$ cat src/inc/ccr_pkg.sv
// Purpose: shared constants for the clock and reset control block
// Assumes: byte-wide registers, one per aligned apb word
// Notes: register index times four gives the byte address
package ccr_pkg;
	// ==========================================================
	// register indices and byte addresses
	localparam logic [23:0] IDX_CTRL = 24'hff_fc40;
	localparam logic [23:0] IDX_FAST = 24'hff_fc42;
	localparam logic [23:0] IDX_SLOW = 24'hff_fc44;
	localparam logic [23:0] IDX_AUX = 24'hff_fc46;
	localparam logic [31:0] ADDR_CTRL = {6'h00, IDX_CTRL, 2'h0};
	localparam logic [31:0] ADDR_FAST = {6'h00, IDX_FAST, 2'h0};
	localparam logic [31:0] ADDR_SLOW = {6'h00, IDX_SLOW, 2'h0};
	localparam logic [31:0] ADDR_AUX = {6'h00, IDX_AUX, 2'h0};

	// ==========================================================
	// control register fields
	localparam int BIT_SLOW_SEL = 0;
	localparam int BIT_FAST_SEL = 1;
	localparam int BIT_PLL_PD = 2;
	localparam int BIT_AUX1_EN = 3;
	localparam int BIT_AUX2_EN = 4;
	localparam int BIT_POR = 5;

	// fast prescaler fields
	localparam int FAST_DIV_LSB = 0;
	localparam int FAST_DIV_W = 4;
	localparam int FAST_MODE_LSB = 4;
	localparam int FAST_MODE_W = 3;
	// aux prescaler fields
	localparam int AUX1_DIV_LSB = 0;
	localparam int AUX2_DIV_LSB = 4;
	localparam int AUX_DIV_W = 4;
	localparam int SLOW_DIV_W = 8;

	// ==========================================================
	// reset values
	localparam logic [7:0] RST_CTRL = 8'h26;
	localparam logic [7:0] RST_FAST = 8'h4f;
	localparam logic [7:0] RST_SLOW = 8'hb6;
	localparam logic [7:0] RST_AUX = 8'hff;
	localparam logic [7:0] CTRL_MASK = 8'h3f;
	localparam logic [7:0] FAST_MASK = 8'h7f;

	// ==========================================================
	// pll modes and multipliers
	localparam logic [2:0] MODE_X3 = 3'h3;
	localparam logic [2:0] MODE_X4 = 3'h4;
	localparam logic [2:0] MODE_X5 = 3'h5;
	localparam logic [2:0] MULT_X3 = 3'h3;
	localparam logic [2:0] MULT_X4 = 3'h4;
	localparam logic [2:0] MULT_X5 = 3'h5;

	// ==========================================================
	// power-on countdown
	localparam int POR_W = 14;
	localparam logic [13:0] POR_PRESET = 14'h3fff;

	typedef enum {SEL_CTRL, SEL_FAST, SEL_SLOW, SEL_AUX, SEL_NONE} ccr_sel_t;
endpackage : ccr_pkg

$ cat src/rtl/ccr_div.sv
// Purpose: tick divider, one output tick per divisor plus one input ticks
// Assumes: tick_in is a one-cycle enable on the same clock
// Notes: disabling clears the count so a restart begins a full period
`timescale 1ns/1ps
module ccr_div #(
	parameter int W = 4
) (
	// clock and reset
	input wire logic clk,
	input wire logic rst_n,
	input wire logic ce,
	// control
	input wire logic en,
	input wire logic tick_in,
	input wire logic [W-1:0] divisor,
	// output
	output logic tick_q
);
	// ==========================================================
	// state
	typedef struct packed {
		logic [W-1:0] cnt;
		logic tick;
	} ccr_div_st_t;

	ccr_div_st_t s_q;
	ccr_div_st_t s_d;

	if (W < 1) begin : g_chk
		$error("ccr_div width must be at least one");
	end

	always_comb begin
		s_d = s_q;
		s_d.tick = 1'b0;
		if (!en) begin
			s_d.cnt = '0;
		end else if (tick_in) begin
			if (s_q.cnt >= divisor) begin
				s_d.cnt = '0;
				s_d.tick = 1'b1;
			end else begin
				s_d.cnt = s_q.cnt + 1'b1;
			end
		end
	end

	always_ff @(posedge clk or negedge rst_n) begin
		if (!rst_n) begin
			s_q <= '0;
		end else if (ce) begin
			s_q <= s_d;
		end
	end

	assign tick_q = s_q.tick;
endmodule : ccr_div

$ cat src/rtl/ccr_srcsw.sv
// Purpose: switch between main and pll ticks without a shortened period
// Assumes: both ticks are one-cycle enables on the same clock
// Notes: a change lands at a tick of the old source, or when neither ticks
`timescale 1ns/1ps
module ccr_srcsw (
	// clock and reset
	input wire logic clk,
	input wire logic rst_n,
	input wire logic ce,
	// sources
	input wire logic main_tick,
	input wire logic pll_tick,
	input wire logic sel_pll_req,
	// output
	output logic tick_q,
	output logic sel_pll_q
);
	// ==========================================================
	// state
	typedef struct packed {
		logic sel_pll;
		logic tick;
	} ccr_sw_st_t;

	ccr_sw_st_t s_q;
	ccr_sw_st_t s_d;

	always_comb begin
		s_d = s_q;
		// switch on a period boundary
		// a free-running fast source may never leave an idle cycle, so the
		// old source's own tick is also a safe boundary: its period is complete
		if (sel_pll_req != s_q.sel_pll
			&& ((s_q.sel_pll ? pll_tick : main_tick) || (!main_tick && !pll_tick))) begin
			s_d.sel_pll = sel_pll_req;
		end
		s_d.tick = s_q.sel_pll ? pll_tick : main_tick;
	end

	always_ff @(posedge clk or negedge rst_n) begin
		if (!rst_n) begin
			s_q <= '0;
		end else if (ce) begin
			s_q <= s_d;
		end
	end

	assign tick_q = s_q.tick;
	assign sel_pll_q = s_q.sel_pll;
endmodule : ccr_srcsw

$ cat src/rtl/ccr_top.sv
// Purpose: clock and reset control with apb registers
// Assumes: clocks are modelled as one-cycle tick enables on pclk
// Notes: pin-level status inputs pass a two-flop synchroniser
//
// Summary of operation
// - pll runs at main clock times three, four or five
// - fast select stays one until the pll is stable
// - writing one to fast select returns the source to main clock
// - selected source passes a divider of one to sixteen
// - aux clock one runs only when enabled and main clock stable
// - aux clock two runs only when enabled and main clock stable
// - 14-bit countdown from POR_LOAD (all ones by default) releases internal reset unless pin low
// - slow select chooses prescaled main clock or 32 kHz oscillator
// - fast select zero picks pll, one picks main clock; resets to one
// - clearing fast select is ignored while pll power-down is set
// - pll power-down bit holds the pll off; resets to one
// - setting power-down is ignored while fast select is zero
// - power-on flag sets on power-turn-on
// - software may clear power-on flag; writing one changes nothing
// - control bits: slow, fast, power-down, aux one, aux two, power-on
// - mode codes 011, 100, 101 give three, four, five; reset 100
// - system divider divides by field plus one
// - slow clock from main divides by two times field plus two
`timescale 1ns/1ps
module ccr_top #(
	parameter logic [13:0] POR_LOAD = ccr_pkg::POR_PRESET
) (
	// clock and reset
	input wire logic pclk,
	input wire logic presetn,
	input wire logic ce,
	// apb slave
	input wire logic psel,
	input wire logic penable,
	input wire logic pwrite,
	input wire logic [31:0] paddr,
	input wire logic [31:0] pwdata,
	input wire logic [3:0] pstrb,
	output logic [31:0] prdata,
	output logic pready,
	output logic pslverr,
	// clock sources, same domain ticks
	input wire logic main_tick,
	input wire logic pll_tick,
	// asynchronous status pins
	input wire logic main_good,
	input wire logic pll_locked,
	input wire logic osc32_clk,
	input wire logic reset_pin_n,
	// clock and control outputs
	output logic sys_tick,
	output logic slow_tick,
	output logic aux1_tick,
	output logic aux2_tick,
	output logic pll_stop,
	output logic [2:0] pll_mult,
	output logic int_reset_n
);
	// ==========================================================
	// decode helpers
	function automatic ccr_pkg::ccr_sel_t addr_sel(input logic [31:0] a);
		ccr_pkg::ccr_sel_t r;
		r = ccr_pkg::SEL_NONE;
		if (a == ccr_pkg::ADDR_CTRL) begin
			r = ccr_pkg::SEL_CTRL;
		end else if (a == ccr_pkg::ADDR_FAST) begin
			r = ccr_pkg::SEL_FAST;
		end else if (a == ccr_pkg::ADDR_SLOW) begin
			r = ccr_pkg::SEL_SLOW;
		end else if (a == ccr_pkg::ADDR_AUX) begin
			r = ccr_pkg::SEL_AUX;
		end
		return r;
	endfunction : addr_sel

	// reserved codes return zero, meaning keep the applied multiplier
	function automatic logic [2:0] mode_mult(input logic [2:0] m);
		logic [2:0] r;
		r = 3'h0;
		case (m)
			ccr_pkg::MODE_X3: r = ccr_pkg::MULT_X3;
			ccr_pkg::MODE_X4: r = ccr_pkg::MULT_X4;
			ccr_pkg::MODE_X5: r = ccr_pkg::MULT_X5;
			default: r = 3'h0;
		endcase
		return r;
	endfunction : mode_mult

	// ==========================================================
	// state
	typedef struct packed {
		logic [7:0] ctrl;
		logic [7:0] fast;
		logic [7:0] slow;
		logic [7:0] aux;
		logic [2:0] mult;
		logic pll_stop;
		logic [1:0] good_s;
		logic [1:0] lock_s;
		logic [1:0] rpin_s;
		logic [2:0] osc_s;
		logic [13:0] por_cnt;
		logic int_rst_n;
		logic slow_tick;
		logic [31:0] prdata;
		logic pready;
		logic pslverr;
	} ccr_st_t;

	ccr_st_t s_q;
	ccr_st_t s_d;

	localparam ccr_st_t ST_RESET = '{
		ctrl: ccr_pkg::RST_CTRL,
		fast: ccr_pkg::RST_FAST,
		slow: ccr_pkg::RST_SLOW,
		aux: ccr_pkg::RST_AUX,
		mult: ccr_pkg::MULT_X4,
		pll_stop: 1'b1,
		good_s: 2'h0,
		lock_s: 2'h0,
		rpin_s: 2'h0,
		osc_s: 3'h0,
		por_cnt: ccr_pkg::POR_PRESET,
		int_rst_n: 1'b0,
		slow_tick: 1'b0,
		prdata: 32'h0000_0000,
		pready: 1'b0,
		pslverr: 1'b0
	};

	if (POR_LOAD == 14'h0000) begin : g_chk
		$error("ccr_top power-on load must be non-zero");
	end

	// ==========================================================
	// submodule wires
	logic src_tick;
	logic src_is_pll;
	logic slow_div_tick;
	logic [1:0] aux_tick;
	logic main_ok;
	logic pll_ok;
	logic osc_edge;
	logic wr_fire;
	logic [7:0] wb;
	ccr_pkg::ccr_sel_t sel;

	assign main_ok = s_q.good_s[1];
	assign pll_ok = s_q.lock_s[1];
	assign osc_edge = s_q.osc_s[1] & ~s_q.osc_s[2];
	assign sel = addr_sel(paddr);
	assign wr_fire = psel & penable & s_q.pready & pwrite & pstrb[0];
	assign wb = pwdata[7:0];

	// ==========================================================
	// next state
	always_comb begin
		s_d = s_q;
		// synchronisers; first stage feeds only the second
		s_d.good_s = {s_q.good_s[0], main_good};
		s_d.lock_s = {s_q.lock_s[0], pll_locked};
		s_d.rpin_s = {s_q.rpin_s[0], reset_pin_n};
		s_d.osc_s = {s_q.osc_s[1:0], osc32_clk};

		// apb: one wait state, answer registered
		s_d.pready = 1'b0;
		s_d.pslverr = 1'b0;
		if (psel && penable && !s_q.pready) begin
			s_d.pready = 1'b1;
			s_d.pslverr = (sel == ccr_pkg::SEL_NONE);
			case (sel)
				ccr_pkg::SEL_CTRL: s_d.prdata = {24'h00_0000, s_q.ctrl & ccr_pkg::CTRL_MASK};
				ccr_pkg::SEL_FAST: s_d.prdata = {24'h00_0000, s_q.fast & ccr_pkg::FAST_MASK};
				ccr_pkg::SEL_SLOW: s_d.prdata = {24'h00_0000, s_q.slow};
				ccr_pkg::SEL_AUX: s_d.prdata = {24'h00_0000, s_q.aux};
				default: s_d.prdata = 32'h0000_0000;
			endcase
		end

		if (wr_fire) begin
			case (sel)
				ccr_pkg::SEL_CTRL: begin
					s_d.ctrl[ccr_pkg::BIT_SLOW_SEL] = wb[ccr_pkg::BIT_SLOW_SEL];
					s_d.ctrl[ccr_pkg::BIT_AUX1_EN] = wb[ccr_pkg::BIT_AUX1_EN];
					s_d.ctrl[ccr_pkg::BIT_AUX2_EN] = wb[ccr_pkg::BIT_AUX2_EN];
					if (wb[ccr_pkg::BIT_FAST_SEL]) begin
						s_d.ctrl[ccr_pkg::BIT_FAST_SEL] = 1'b1;
					end else if (!s_q.ctrl[ccr_pkg::BIT_PLL_PD] && pll_ok) begin
						s_d.ctrl[ccr_pkg::BIT_FAST_SEL] = 1'b0;
					end
					if (!wb[ccr_pkg::BIT_PLL_PD]) begin
						s_d.ctrl[ccr_pkg::BIT_PLL_PD] = 1'b0;
					end else if (s_q.ctrl[ccr_pkg::BIT_FAST_SEL]) begin
						s_d.ctrl[ccr_pkg::BIT_PLL_PD] = 1'b1;
					end
					if (!wb[ccr_pkg::BIT_POR]) begin
						s_d.ctrl[ccr_pkg::BIT_POR] = 1'b0;
					end
				end
				ccr_pkg::SEL_FAST: s_d.fast = wb & ccr_pkg::FAST_MASK;
				ccr_pkg::SEL_SLOW: s_d.slow = wb;
				ccr_pkg::SEL_AUX: s_d.aux = wb;
				default: s_d.aux = s_q.aux;
			endcase
		end

		if (mode_mult(s_q.fast[ccr_pkg::FAST_MODE_LSB +: ccr_pkg::FAST_MODE_W]) != 3'h0) begin
			s_d.mult = mode_mult(s_q.fast[ccr_pkg::FAST_MODE_LSB +: ccr_pkg::FAST_MODE_W]);
		end
		s_d.pll_stop = s_q.ctrl[ccr_pkg::BIT_PLL_PD];

		s_d.slow_tick = s_q.ctrl[ccr_pkg::BIT_SLOW_SEL] ? osc_edge : slow_div_tick;

		if (main_ok && s_q.por_cnt != 14'h0000 && main_tick) begin
			s_d.por_cnt = s_q.por_cnt - 14'h0001;
		end
		s_d.int_rst_n = (s_q.por_cnt == 14'h0000) && s_q.rpin_s[1];
	end

	// ==========================================================
	// registers
	always_ff @(posedge pclk or negedge presetn) begin
		if (!presetn) begin
			s_q <= ST_RESET;
		end else if (ce) begin
			// countdown preset value is taken from the parameter after release
			if (s_q.int_rst_n == 1'b0 && s_q.por_cnt == ccr_pkg::POR_PRESET
				&& !s_q.good_s[1]) begin
				s_q <= s_d;
				s_q.por_cnt <= POR_LOAD;
			end else begin
				s_q <= s_d;
			end
		end
	end

	// ==========================================================
	// clock generation
	// glitch-free source switch
	ccr_srcsw u_sw (
		.clk(pclk),
		.rst_n(presetn),
		.ce(ce),
		.main_tick(main_tick),
		.pll_tick(pll_tick & ~s_q.pll_stop),
		.sel_pll_req(~s_q.ctrl[ccr_pkg::BIT_FAST_SEL]),
		.tick_q(src_tick),
		.sel_pll_q(src_is_pll)
	);

	ccr_div #(.W(ccr_pkg::FAST_DIV_W)) u_sys_div (
		.clk(pclk),
		.rst_n(presetn),
		.ce(ce),
		.en(1'b1),
		.tick_in(src_tick),
		.divisor(s_q.fast[ccr_pkg::FAST_DIV_LSB +: ccr_pkg::FAST_DIV_W]),
		.tick_q(sys_tick)
	);

	// divisor {n,1} gives two times n plus one
	ccr_div #(.W(ccr_pkg::SLOW_DIV_W + 1)) u_slow_div (
		.clk(pclk),
		.rst_n(presetn),
		.ce(ce),
		.en(~s_q.ctrl[ccr_pkg::BIT_SLOW_SEL]),
		.tick_in(main_tick),
		.divisor({s_q.slow, 1'b1}),
		.tick_q(slow_div_tick)
	);

	// two aux prescalers differ only in field and enable bit
	for (genvar i = 0; i < 2; i++) begin : g_aux
		ccr_div #(.W(ccr_pkg::AUX_DIV_W)) u_aux_div (
			.clk(pclk),
			.rst_n(presetn),
			.ce(ce),
			.en(s_q.ctrl[ccr_pkg::BIT_AUX1_EN + i] & main_ok),
			.tick_in(main_tick),
			.divisor(s_q.aux[ccr_pkg::AUX1_DIV_LSB + i * ccr_pkg::AUX_DIV_W +: ccr_pkg::AUX_DIV_W]),
			.tick_q(aux_tick[i])
		);
	end

	// ==========================================================
	// outputs
	assign prdata = s_q.prdata;
	assign pready = s_q.pready;
	assign pslverr = s_q.pslverr;
	assign slow_tick = s_q.slow_tick;
	assign aux1_tick = aux_tick[0];
	assign aux2_tick = aux_tick[1];
	assign pll_stop = s_q.pll_stop;
	assign pll_mult = s_q.mult;
	assign int_reset_n = s_q.int_rst_n;
endmodule : ccr_top
$ cat config.mk
export PLATFORM = sky130hd
export DESIGN_NAME = ccr_top
export DESIGN_NICKNAME = d
export VERILOG_FILES = /design/src/inc/ccr_pkg.sv /design/src/rtl/ccr_div.sv /design/src/rtl/ccr_srcsw.sv /design/src/rtl/ccr_top.sv
export SDC_FILE = /design/constraint.sdc
export NUM_CORES = 1
export LEC_CHECK = 0
export ABC_AREA = 1
export BUFFER_PORTS_ARGS = -buffer_cell sky130_fd_sc_hd__buf_2
export CAP_MARGIN = 20
export CORE_ASPECT_RATIO = 1.25
export CORE_MARGIN = 2
export CORE_UTILIZATION = 50
export DETAILED_ROUTE_END_ITERATION = 8
export HOLD_SLACK_MARGIN = 0.06
export PLACE_DENSITY = 0.85
export SYNTH_ARGS = -nofsm -noshare
export SYNTH_HDL_FRONTEND = slang
export SYNTH_HIERARCHICAL = 1
export SYNTH_SLANG_ARGS = --single-unit
$ cat constraint.sdc
create_clock -name pclk -period 3.39 [get_ports pclk]
set_input_delay 0 -clock pclk [delete_from_list [all_inputs] [get_ports pclk]]
set_output_delay 0 -clock pclk [all_outputs]
set_load 0.02 [all_outputs]
==> results of run 1 <==
-- registers in the layout (all words and copies together), names as in the netlist, 2 cells and up --
register	flops
g_aux.u_aux_div/s_q	8
u_slow_div/s_q	9
g_aux.u_aux_div/tick_q	2
s_d	6
pll_mult	3
u_sys_div/s_q	4
prdata	8
s_q	44
-- layout by cell type (no fill, tap or decap), types with 2 or more instances in the layout --
cell type,instances
sky130_fd_sc_hd__a21oi_1,9
sky130_fd_sc_hd__a21oi_4,3
sky130_fd_sc_hd__buf_2,70
sky130_fd_sc_hd__buf_4,5
sky130_fd_sc_hd__clkbuf_16,9
sky130_fd_sc_hd__clkinv_2,2
sky130_fd_sc_hd__conb_1,27
sky130_fd_sc_hd__dfrtp_1,58
sky130_fd_sc_hd__dfstp_2,37
sky130_fd_sc_hd__dlygate4sd3_1,13
sky130_fd_sc_hd__ha_1,28
sky130_fd_sc_hd__inv_1,121
sky130_fd_sc_hd__inv_2,9
sky130_fd_sc_hd__inv_6,2
sky130_fd_sc_hd__nand2_1,248
sky130_fd_sc_hd__nand2_2,5
sky130_fd_sc_hd__nand2_4,2
sky130_fd_sc_hd__nand3_1,69
sky130_fd_sc_hd__nand3_2,2
sky130_fd_sc_hd__nand4_1,11
sky130_fd_sc_hd__nor2_1,39
sky130_fd_sc_hd__nor2_2,9
sky130_fd_sc_hd__nor2_4,7
sky130_fd_sc_hd__nor3_1,6
sky130_fd_sc_hd__nor4_1,2
sky130_fd_sc_hd__o21ai_0,22
sky130_fd_sc_hd__o21ai_1,18
sky130_fd_sc_hd__o21ai_2,15
sky130_fd_sc_hd__o22ai_1,8
sky130_fd_sc_hd__o22ai_2,3
sky130_fd_sc_hd__xnor2_1,3
sky130_fd_sc_hd__xor2_1,11
-- power by group through the flow --
stage | logic, uW | clock network [uW] | registers, uW
after floorplan | 481 | 0 | 1400
after global placement | 612 | 0 | 1420
after detailed placement | 633 | 0 | 1420
after CTS | 651 | 965 | 1410
after global routing | 744 | 1020 | 1430
final | 653 | 954 | 1410
-- cells in the mapped netlist --
master,instances
sky130_fd_sc_hd__dfstp_2,37
sky130_fd_sc_hd__nand2_4,2
sky130_fd_sc_hd__a21boi_0,1
sky130_fd_sc_hd__xor2_1,11
sky130_fd_sc_hd__nand3_1,69
sky130_fd_sc_hd__nor4_1,2
sky130_fd_sc_hd__a21oi_4,3
sky130_fd_sc_hd__nand2_2,5
sky130_fd_sc_hd__o21ai_0,22
sky130_fd_sc_hd__nand3_2,2
sky130_fd_sc_hd__nor2_4,7
sky130_fd_sc_hd__nor3_1,6
sky130_fd_sc_hd__inv_2,9
sky130_fd_sc_hd__nor2_1,39
sky130_fd_sc_hd__clkbuf_1,2
sky130_fd_sc_hd__a22oi_1,1
sky130_fd_sc_hd__and3_2,1
sky130_fd_sc_hd__nand3_4,1
sky130_fd_sc_hd__xnor2_1,3
sky130_fd_sc_hd__inv_1,121
sky130_fd_sc_hd__nor3_2,1
sky130_fd_sc_hd__nand4_1,11
sky130_fd_sc_hd__buf_2,3
sky130_fd_sc_hd__nor2_2,9
sky130_fd_sc_hd__conb_1,2
sky130_fd_sc_hd__and2_4,1
sky130_fd_sc_hd__dfrtp_1,58
sky130_fd_sc_hd__o21ai_1,18
sky130_fd_sc_hd__o22ai_1,8
sky130_fd_sc_hd__buf_6,6
sky130_fd_sc_hd__o21ai_2,15
sky130_fd_sc_hd__o22ai_2,3
sky130_fd_sc_hd__nand2_1,248
sky130_fd_sc_hd__buf_4,36
sky130_fd_sc_hd__a21oi_1,9
sky130_fd_sc_hd__nand4_4,1
sky130_fd_sc_hd__a21oi_2,1
sky130_fd_sc_hd__and3_1,1
sky130_fd_sc_hd__ha_1,28
-- final cells by class --
| type | count | area, um2 | area share [%] |
|---|---|---|---|
| clock buffers | 10 | 229.0 | 3.351 |
| clock inverters | 6 | 43.79 | 0.6409 |
| inverters | 130 | 488.0 | 7.142 |
| multi-input cells | 556 | 2925 | 42.81 |
| flip-flops and latches | 95 | 2424 | 35.47 |
| well taps | 164 | 205.2 | 3.003 |
| repair buffers | 88 | 518.0 | 7.581 |
-- stage by stage --
stage               area, um2  total power [uW]
finish                   6833              3018
global route             6833              3191
CTS                      6833              3024
detailed placement       6430              2057
global placement         6430              2034
floorplan                6197              1878
-- final timing paths --
path                                       start                             to  slack (ps)
setup / recovery             s_q[41]$_DFFE_PN1P_            s_q[42]$_DFFE_PN1P_        1640
setup reg to reg             s_q[41]$_DFFE_PN1P_            s_q[42]$_DFFE_PN1P_        1640
max in group asynchronous                presetn            s_q[85]$_DFFE_PN1P_        2300
hold reg to reg            prdata[2]$_DFFE_PN0P_          prdata[2]$_DFFE_PN0P_         480
min in group asynchronous                presetn  u_slow_div/s_q[6]$_DFFE_PN0P_         280
hold / removal                                ce           pll_stop$_DFFE_PN1P_          70
-- routing by layer --
layer	GRT usage, %	up-vias
li1	-	2622
met5	0	-
met1	24.95	2451
met4	7.740	0
met3	2.790	23
met2	38.60	123
-- worst max-delay path: stages (launching register included) --
cell and delay, ps:
sky130_fd_sc_hd__dfstp_2 400, sky130_fd_sc_hd__nor2_2 180, sky130_fd_sc_hd__nand2_1 100, sky130_fd_sc_hd__nor2_1 180, sky130_fd_sc_hd__nand4_1 160, sky130_fd_sc_hd__nand2_2 270
sky130_fd_sc_hd__nand2_4 190, sky130_fd_sc_hd__o21ai_0 190
-- kinds of logic (layout without fill, tap and decap cells) --
group / after synthesis / count (layout)
and+or+nand+nor: 406 / 406
DFF: 95 / 95
adders and majority gates: 28 / 28
other: 2 / 27
xor gates and xnor gates: 14 / 14
buffers and inverters: 177 / 234
AOI/OAI and AO/OA: 81 / 81
==> qor.txt, run 1 <==
================================================================================
CP max FO .........................................................           17
Fin crit period ...................................................      1745 ps
Number of I/O pins ................................................          123
Sequential element share of the synthesized area ..................       39.71%
Worst setup EP type ...............................................         flop
Distinct cell type count of the synthesized netlist ...............           39
Sequential Power Share ............................................        46.7%
CTS Buffer Depth ..................................................            2
Peak VDD IR .......................................................     400.1 uV
Netlist area before placement .....................................     6103 um2
Number of global-route vias before repair .........................         4968
Number of design rule violations left after detail routing ........            0
Count of yosys warnings during synthesis ..........................            6
Maximum level of the CTS H-tree ...................................            3
Mean instance size in the synthesized netlist .....................    7.601 um2
Gp weighted congestion ............................................       0.9139
Utilization after layout ..........................................       56.71%
Floorplan core area ...............................................    12050 um2
Cell Rows .........................................................           45
TritonCTS clock tree ..............................................         done
Via-per-instance ratio ............................................        4.975
Layout filler cell count ..........................................         1094
Power density cells ............................................... 441.6 nW/um2
Worst-case setup margin in the final layout .......................      1645 ps
Fraction of the cycle the final worst path needs ..................       51.48%
Outcome ........................................................... complete, no violations
Max Clock Skew ....................................................     7.800 ps
Multiplexer fraction of the synthesized cell area .................           0%
Uppermost metal layer occupied by signal nets .....................         met4
Total met2 wirelength after detailed routing ......................      6930 um
Final count of negative-setup-slack endpoints .....................            0
Die boundary height ...............................................     127.5 um
Maximum achievable frequency ......................................    573.0 MHz
Clock power share .................................................        31.6%
Number of clock buffers inserted by TritonCTS .....................            9
Wire length on met1 ...............................................      5470 um
FF-to-FF path depth ...............................................            7
Antenna-violating nets left .......................................            0
Critical Path AT ..................................................      2020 ps
Simple-gate share of the synthesized area .........................       29.73%
Total Wirelength ..................................................     13200 um
Worst-case hold slack .............................................     69.81 ps
# placed instances ................................................         1020
Worst Hold Class .................................................. primary input to flop
Setup tns final ...................................................         0 ps
Cells resized by post-CTS repair ..................................            0
Global-route wire length before repair ............................     22100 um
X dimension of the die ............................................     102.8 um
Maximum number of pins on one net before global-route repair ......           63
Required time of the critical path ................................      3670 ps
Largest family of logic cells by synthesized area ................. simple AND/OR/NAND/NOR gates
Switching power total .............................................     983.6 uW
Latest clock arrival within the worst-skew pair ...................       350 ps
Net count, final ..................................................          988
Leakage ...........................................................  0.003560 uW
Initial drt markers ...............................................          308
Die area ..........................................................    13110 um2
Post-synthesis instance total .....................................          803
Type of the worst setup path ...................................... flop to flop
Sinks on the clock net ............................................           95
Pins Over Slew Limit ..............................................            0
Adder-cell area share of the yosys netlist ........................       5.740%
Measured slew at the worst slew-check pin .........................     777.6 ps
Net switching share of the total power ............................       32.60%
Complex-gate fraction of the synthesized area .....................       8.795%
Worst slack at placement ..........................................      1686 ps
Worst rel slew slack ..............................................       48.16%
Number of buffers added for setup after CTS .......................            0
Top cells by area in the synthesized netlist ...................... sky130_fd_sc_hd__dfrtp_1, sky130_fd_sc_hd__dfstp_2, sky130_fd_sc_hd__nand2_1, sky130_fd_sc_hd__inv_1, sky130_fd_sc_hd__ha_1
Hold_buf cts ......................................................           13
Reported max-cap violation count ..................................            0
Number of detailed-route iterations in the first pass .............            4
Number of storage elements in the synthesis netlist ...............           95
Fraction of post-synthesis cell area in the top cell type by area .       23.78%
RSZ-0062 raised after global routing ..............................        false
Detailed route wirelength on metal3 ...............................       531 um
Combinational power share .........................................        21.6%
Fraction of final layout cells sized beyond drive strength 1 ......       21.24%
Leading area contributor after synthesis .......................... sky130_fd_sc_hd__dfrtp_1
I/O Buffers .......................................................           71
XOR/XNOR share of the synthesized area ............................       2.009%
Power Internal ....................................................      2034 uW
Non-Filler Instances ..............................................         1049
Growth of design area from synthesis to finish ....................       11.95%
Initial Util ......................................................       50.65%
Worst setup SP type ...............................................         flop
Hold Path Depth ...................................................            4
Global-route total usage across every layer .......................       21.15%
Global route total overflow .......................................            0
Antenna diodes ....................................................            0
DPL Wire Length ...................................................      9590 um
Hold Vio Cnt, Final ...............................................            0
Final routed wire length divided by cell count ....................     12.59 um
Antenna violations before repair ..................................            0
Clock Pin Slew Worst Setup and Hold Paths .........................        70 ps
Total via count in the routed design ..............................         5219
Clock tree root driver cell ....................................... sky130_fd_sc_hd__clkbuf_16
================================================================================
No activity file was read; power rests on OpenSTA's default activity.
==> inputs of run 2 (changes only) <==
--- a/config.mk
+++ b/config.mk
@@ -13,7 +13,7 @@
 export CORE_UTILIZATION = 50
 export DETAILED_ROUTE_END_ITERATION = 8
 export HOLD_SLACK_MARGIN = 0.06
-export PLACE_DENSITY = 0.85
+export PLACE_DENSITY = 0.88
 export SYNTH_ARGS = -nofsm -noshare
 export SYNTH_HDL_FRONTEND = slang
 export SYNTH_HIERARCHICAL = 1
==> constraint.sdc (replaced) <==
create_clock -name pclk -period 1.45 [get_ports pclk]
set_input_delay 0 -clock pclk [delete_from_list [all_inputs] [get_ports pclk]]
set_output_delay 0 -clock pclk [all_outputs]
set_load 0.02 [all_outputs]
==> run 2 against run 1 <==
  * The flow now finishes with violations (negative setup slack)
  * Clock-buffer cell count did not move
  * Register-to-register slack got worse by 1900 ps
  * Setup slack got worse by 1900 ps
  * Clock power rose by 140%
  * Clock skew rose by 9.7 ps
  * Global-route usage rose by 4.6 points
  * Fmax rose by 4.1%
  * Cell count rose by 8.0%
  * Die area did not move
  * Critical endpoint is now u_slow_div/s_q[3]$_DFFE_PN0P_
  * Highest routed layer unchanged
==> qor.txt, run 2 (synthesis gave the netlist of run 1 again) <==
============================================================================
# placed instances ............................................         1090
Required time of the critical path ............................      1690 ps
Cell Rows .....................................................           45
Die area ......................................................    13110 um2
Latest clock arrival within the worst-skew pair ...............       360 ps
Flip-flop count of the largest register after layout ..........           44
Hold Vio Cnt, Final ...........................................            0
Initial Util ..................................................       50.65%
Fin crit period ...............................................      1676 ps
Outcome ....................................................... finished with violations
Instance area after placement .................................     7019 um2
CP max FO .....................................................            5
Number of global-route vias before repair .....................         5849
Reg-to-reg setup timing slack .................................      -230 ps
Violations in the final reports ............................... negative setup slack
Peak VDD IR ...................................................      1068 uV
Non-Filler Instances ..........................................         1133
Total Wirelength ..............................................     18700 um
Start point of the critical path .............................. s_q[73]$_DFFE_PN1P_
Commonest cells after routing, fill and taps aside ............ sky130_fd_sc_hd__nand2_1, sky130_fd_sc_hd__inv_1, sky130_fd_sc_hd__buf_4
Worst-case hold slack .........................................     92.67 ps
Max Clock Skew ................................................     17.48 ps
Most flops, register ..........................................          s_q
Pins Over Slew Limit ..........................................            0
Final routed wire length divided by cell count ................     16.51 um
Global-route total usage across every layer ...................       25.77%
Type of the worst setup path .................................. flop to flop
Reported max-cap violation count ..............................            0
Clock tree root driver cell ................................... sky130_fd_sc_hd__clkbuf_16
FF-to-FF path depth ...........................................            9
Fraction of the cycle the final worst path needs ..............       115.6%
Maximum achievable frequency ..................................    596.6 MHz
Number of detailed-route iterations in the first pass .........            6
Global route total overflow ...................................            0
Via-per-instance ratio ........................................        5.422
Maximum level of the CTS H-tree ...............................            3
Initial drt markers ...........................................          511
Number of design rule violations left after detail routing ....            0
Number of clock buffers inserted by TritonCTS .................            9
Critical Path AT ..............................................      1920 ps
Worst Hold Class .............................................. primary input to asynchronous set/reset pin
Worst setup EP type ...........................................         flop
Cell area after layout ........................................     8174 um2
Largest registers ............................................. s_q x44, u_slow_div/s_q x9
X dimension of the die ........................................     102.8 um
Worst setup SP type ...........................................         flop
I/O Buffers ...................................................           71
CTS Buffer Depth ..............................................            2
TritonCTS clock tree ..........................................         done
Setup tns final ...............................................     -4323 ps
Clock Pin Slew Worst Setup and Hold Paths .....................        70 ps
Antenna-violating nets left ...................................            0
Power density cells ...........................................  1066 nW/um2
R2r endpoint .................................................. u_slow_div/s_q[3]$_DFFE_PN0P_
Most common library cell in the layout ignoring fill and taps . sky130_fd_sc_hd__nand2_1
Growth of design area from synthesis to finish ................       33.93%
Maximum number of pins on one net before global-route repair ..           44
Floorplan core area ...........................................    12050 um2
Total via count in the routed design ..........................         6143
Sinks on the clock net ........................................           95
Die boundary height ...........................................     127.5 um
RSZ-0062 raised after global routing ..........................         true
Gp weighted congestion ........................................       0.9085
Net count, final ..............................................         1072
Fraction of final layout cells sized beyond drive strength 1 ..       40.04%
Utilization after layout ......................................       67.84%
Number of I/O pins ............................................          123
Layout filler cell count ......................................          837
DPL Wire Length ...............................................     10650 um
Antenna violations before repair ..............................            0
Leakage .......................................................  0.004111 uW
Critical register-to-register path startpoint ................. s_q[73]$_DFFE_PN1P_
Antenna diodes ................................................            0
Final count of negative-setup-slack endpoints .................           33
Global-route wire length before repair ........................     26610 um
Worst-case setup margin in the final layout ...................    -226.0 ps
============================================================================
run 2: metal layers:
metal | wire [um] | up-vias | track usage, %
met2 | 9528 | 374 | 45.79
met3 | 1370 | 106 | 4.486
met5 | 0 | - | 0
met1 | 6767 | 2874 | 29.33
li1 | - | 2789 | -
met4 | 1036 | 0 | 12.69
run 2: per-stage QoR:
stage	setup slack, ps	power (uW)
6_report	-226.0	8713
5_1_grt	-267.1	9047
4_1_cts	-124.0	7973
3_5_place_dp	-177.1	5404
3_3_place_gp	-137.3	5319
2_1_floorplan	-48.57	4412
run 2: how the worst max path moves through the flow:
stage                                               end  slack (ps)
after detailed placement  u_slow_div/s_q[4]$_DFFE_PN0P_        -180
after CTS                 u_slow_div/s_q[1]$_DFFE_PN0P_        -120
after global routing      u_slow_div/s_q[3]$_DFFE_PN0P_        -270
after floorplan           u_slow_div/s_q[1]$_DFFE_PN0P_         -50
after global placement    u_slow_div/s_q[1]$_DFFE_PN0P_        -140
final                     u_slow_div/s_q[3]$_DFFE_PN0P_        -230
run 2: what timing repair did:
action / 4_1_cts / 5_1_grt
resized for setup: 79 / 75
setup endpoints to repair: 44 / 61
hold endpoints to repair: 94 / 0
hold buffers: 13 / 0
gates cloned: 4 / 0
pin swaps: 51 / 42
setup buffers: 3 / 7
run 2: area by class of cell:
| type | instances | area [um2] | share of cell area (%) |
|---|---|---|---|
| inverters | 130 | 490.5 | 6.000 |
| multi-input cells | 560 | 3601 | 44.05 |
| well taps | 164 | 205.2 | 2.510 |
| clock inverters | 6 | 42.54 | 0.5204 |
| repair buffers | 168 | 1181 | 14.45 |
| flip-flops and latches | 95 | 2425 | 29.66 |
| clock buffers | 10 | 229.0 | 2.801 |
run 2: where the power goes:
| part | switching, uW | internal [uW] |
|---|---|---|
| sequential | 223 | 3010 |
| clock | 1130 | 1170 |
| combinational | 1810 | 1370 |
| total | 3160 | 5550 |
run 2: critical path, stage by stage, from the launching register on:
cell and delay (ps):
sky130_fd_sc_hd__dfstp_2 560, sky130_fd_sc_hd__inv_2 50, sky130_fd_sc_hd__ha_4 260, sky130_fd_sc_hd__nand2_2 80
sky130_fd_sc_hd__nor2_1 160, sky130_fd_sc_hd__nand3_2 120, sky130_fd_sc_hd__nand2_4 110, sky130_fd_sc_hd__nor2_4 70
sky130_fd_sc_hd__nand3_2 90, sky130_fd_sc_hd__nand2_2 60
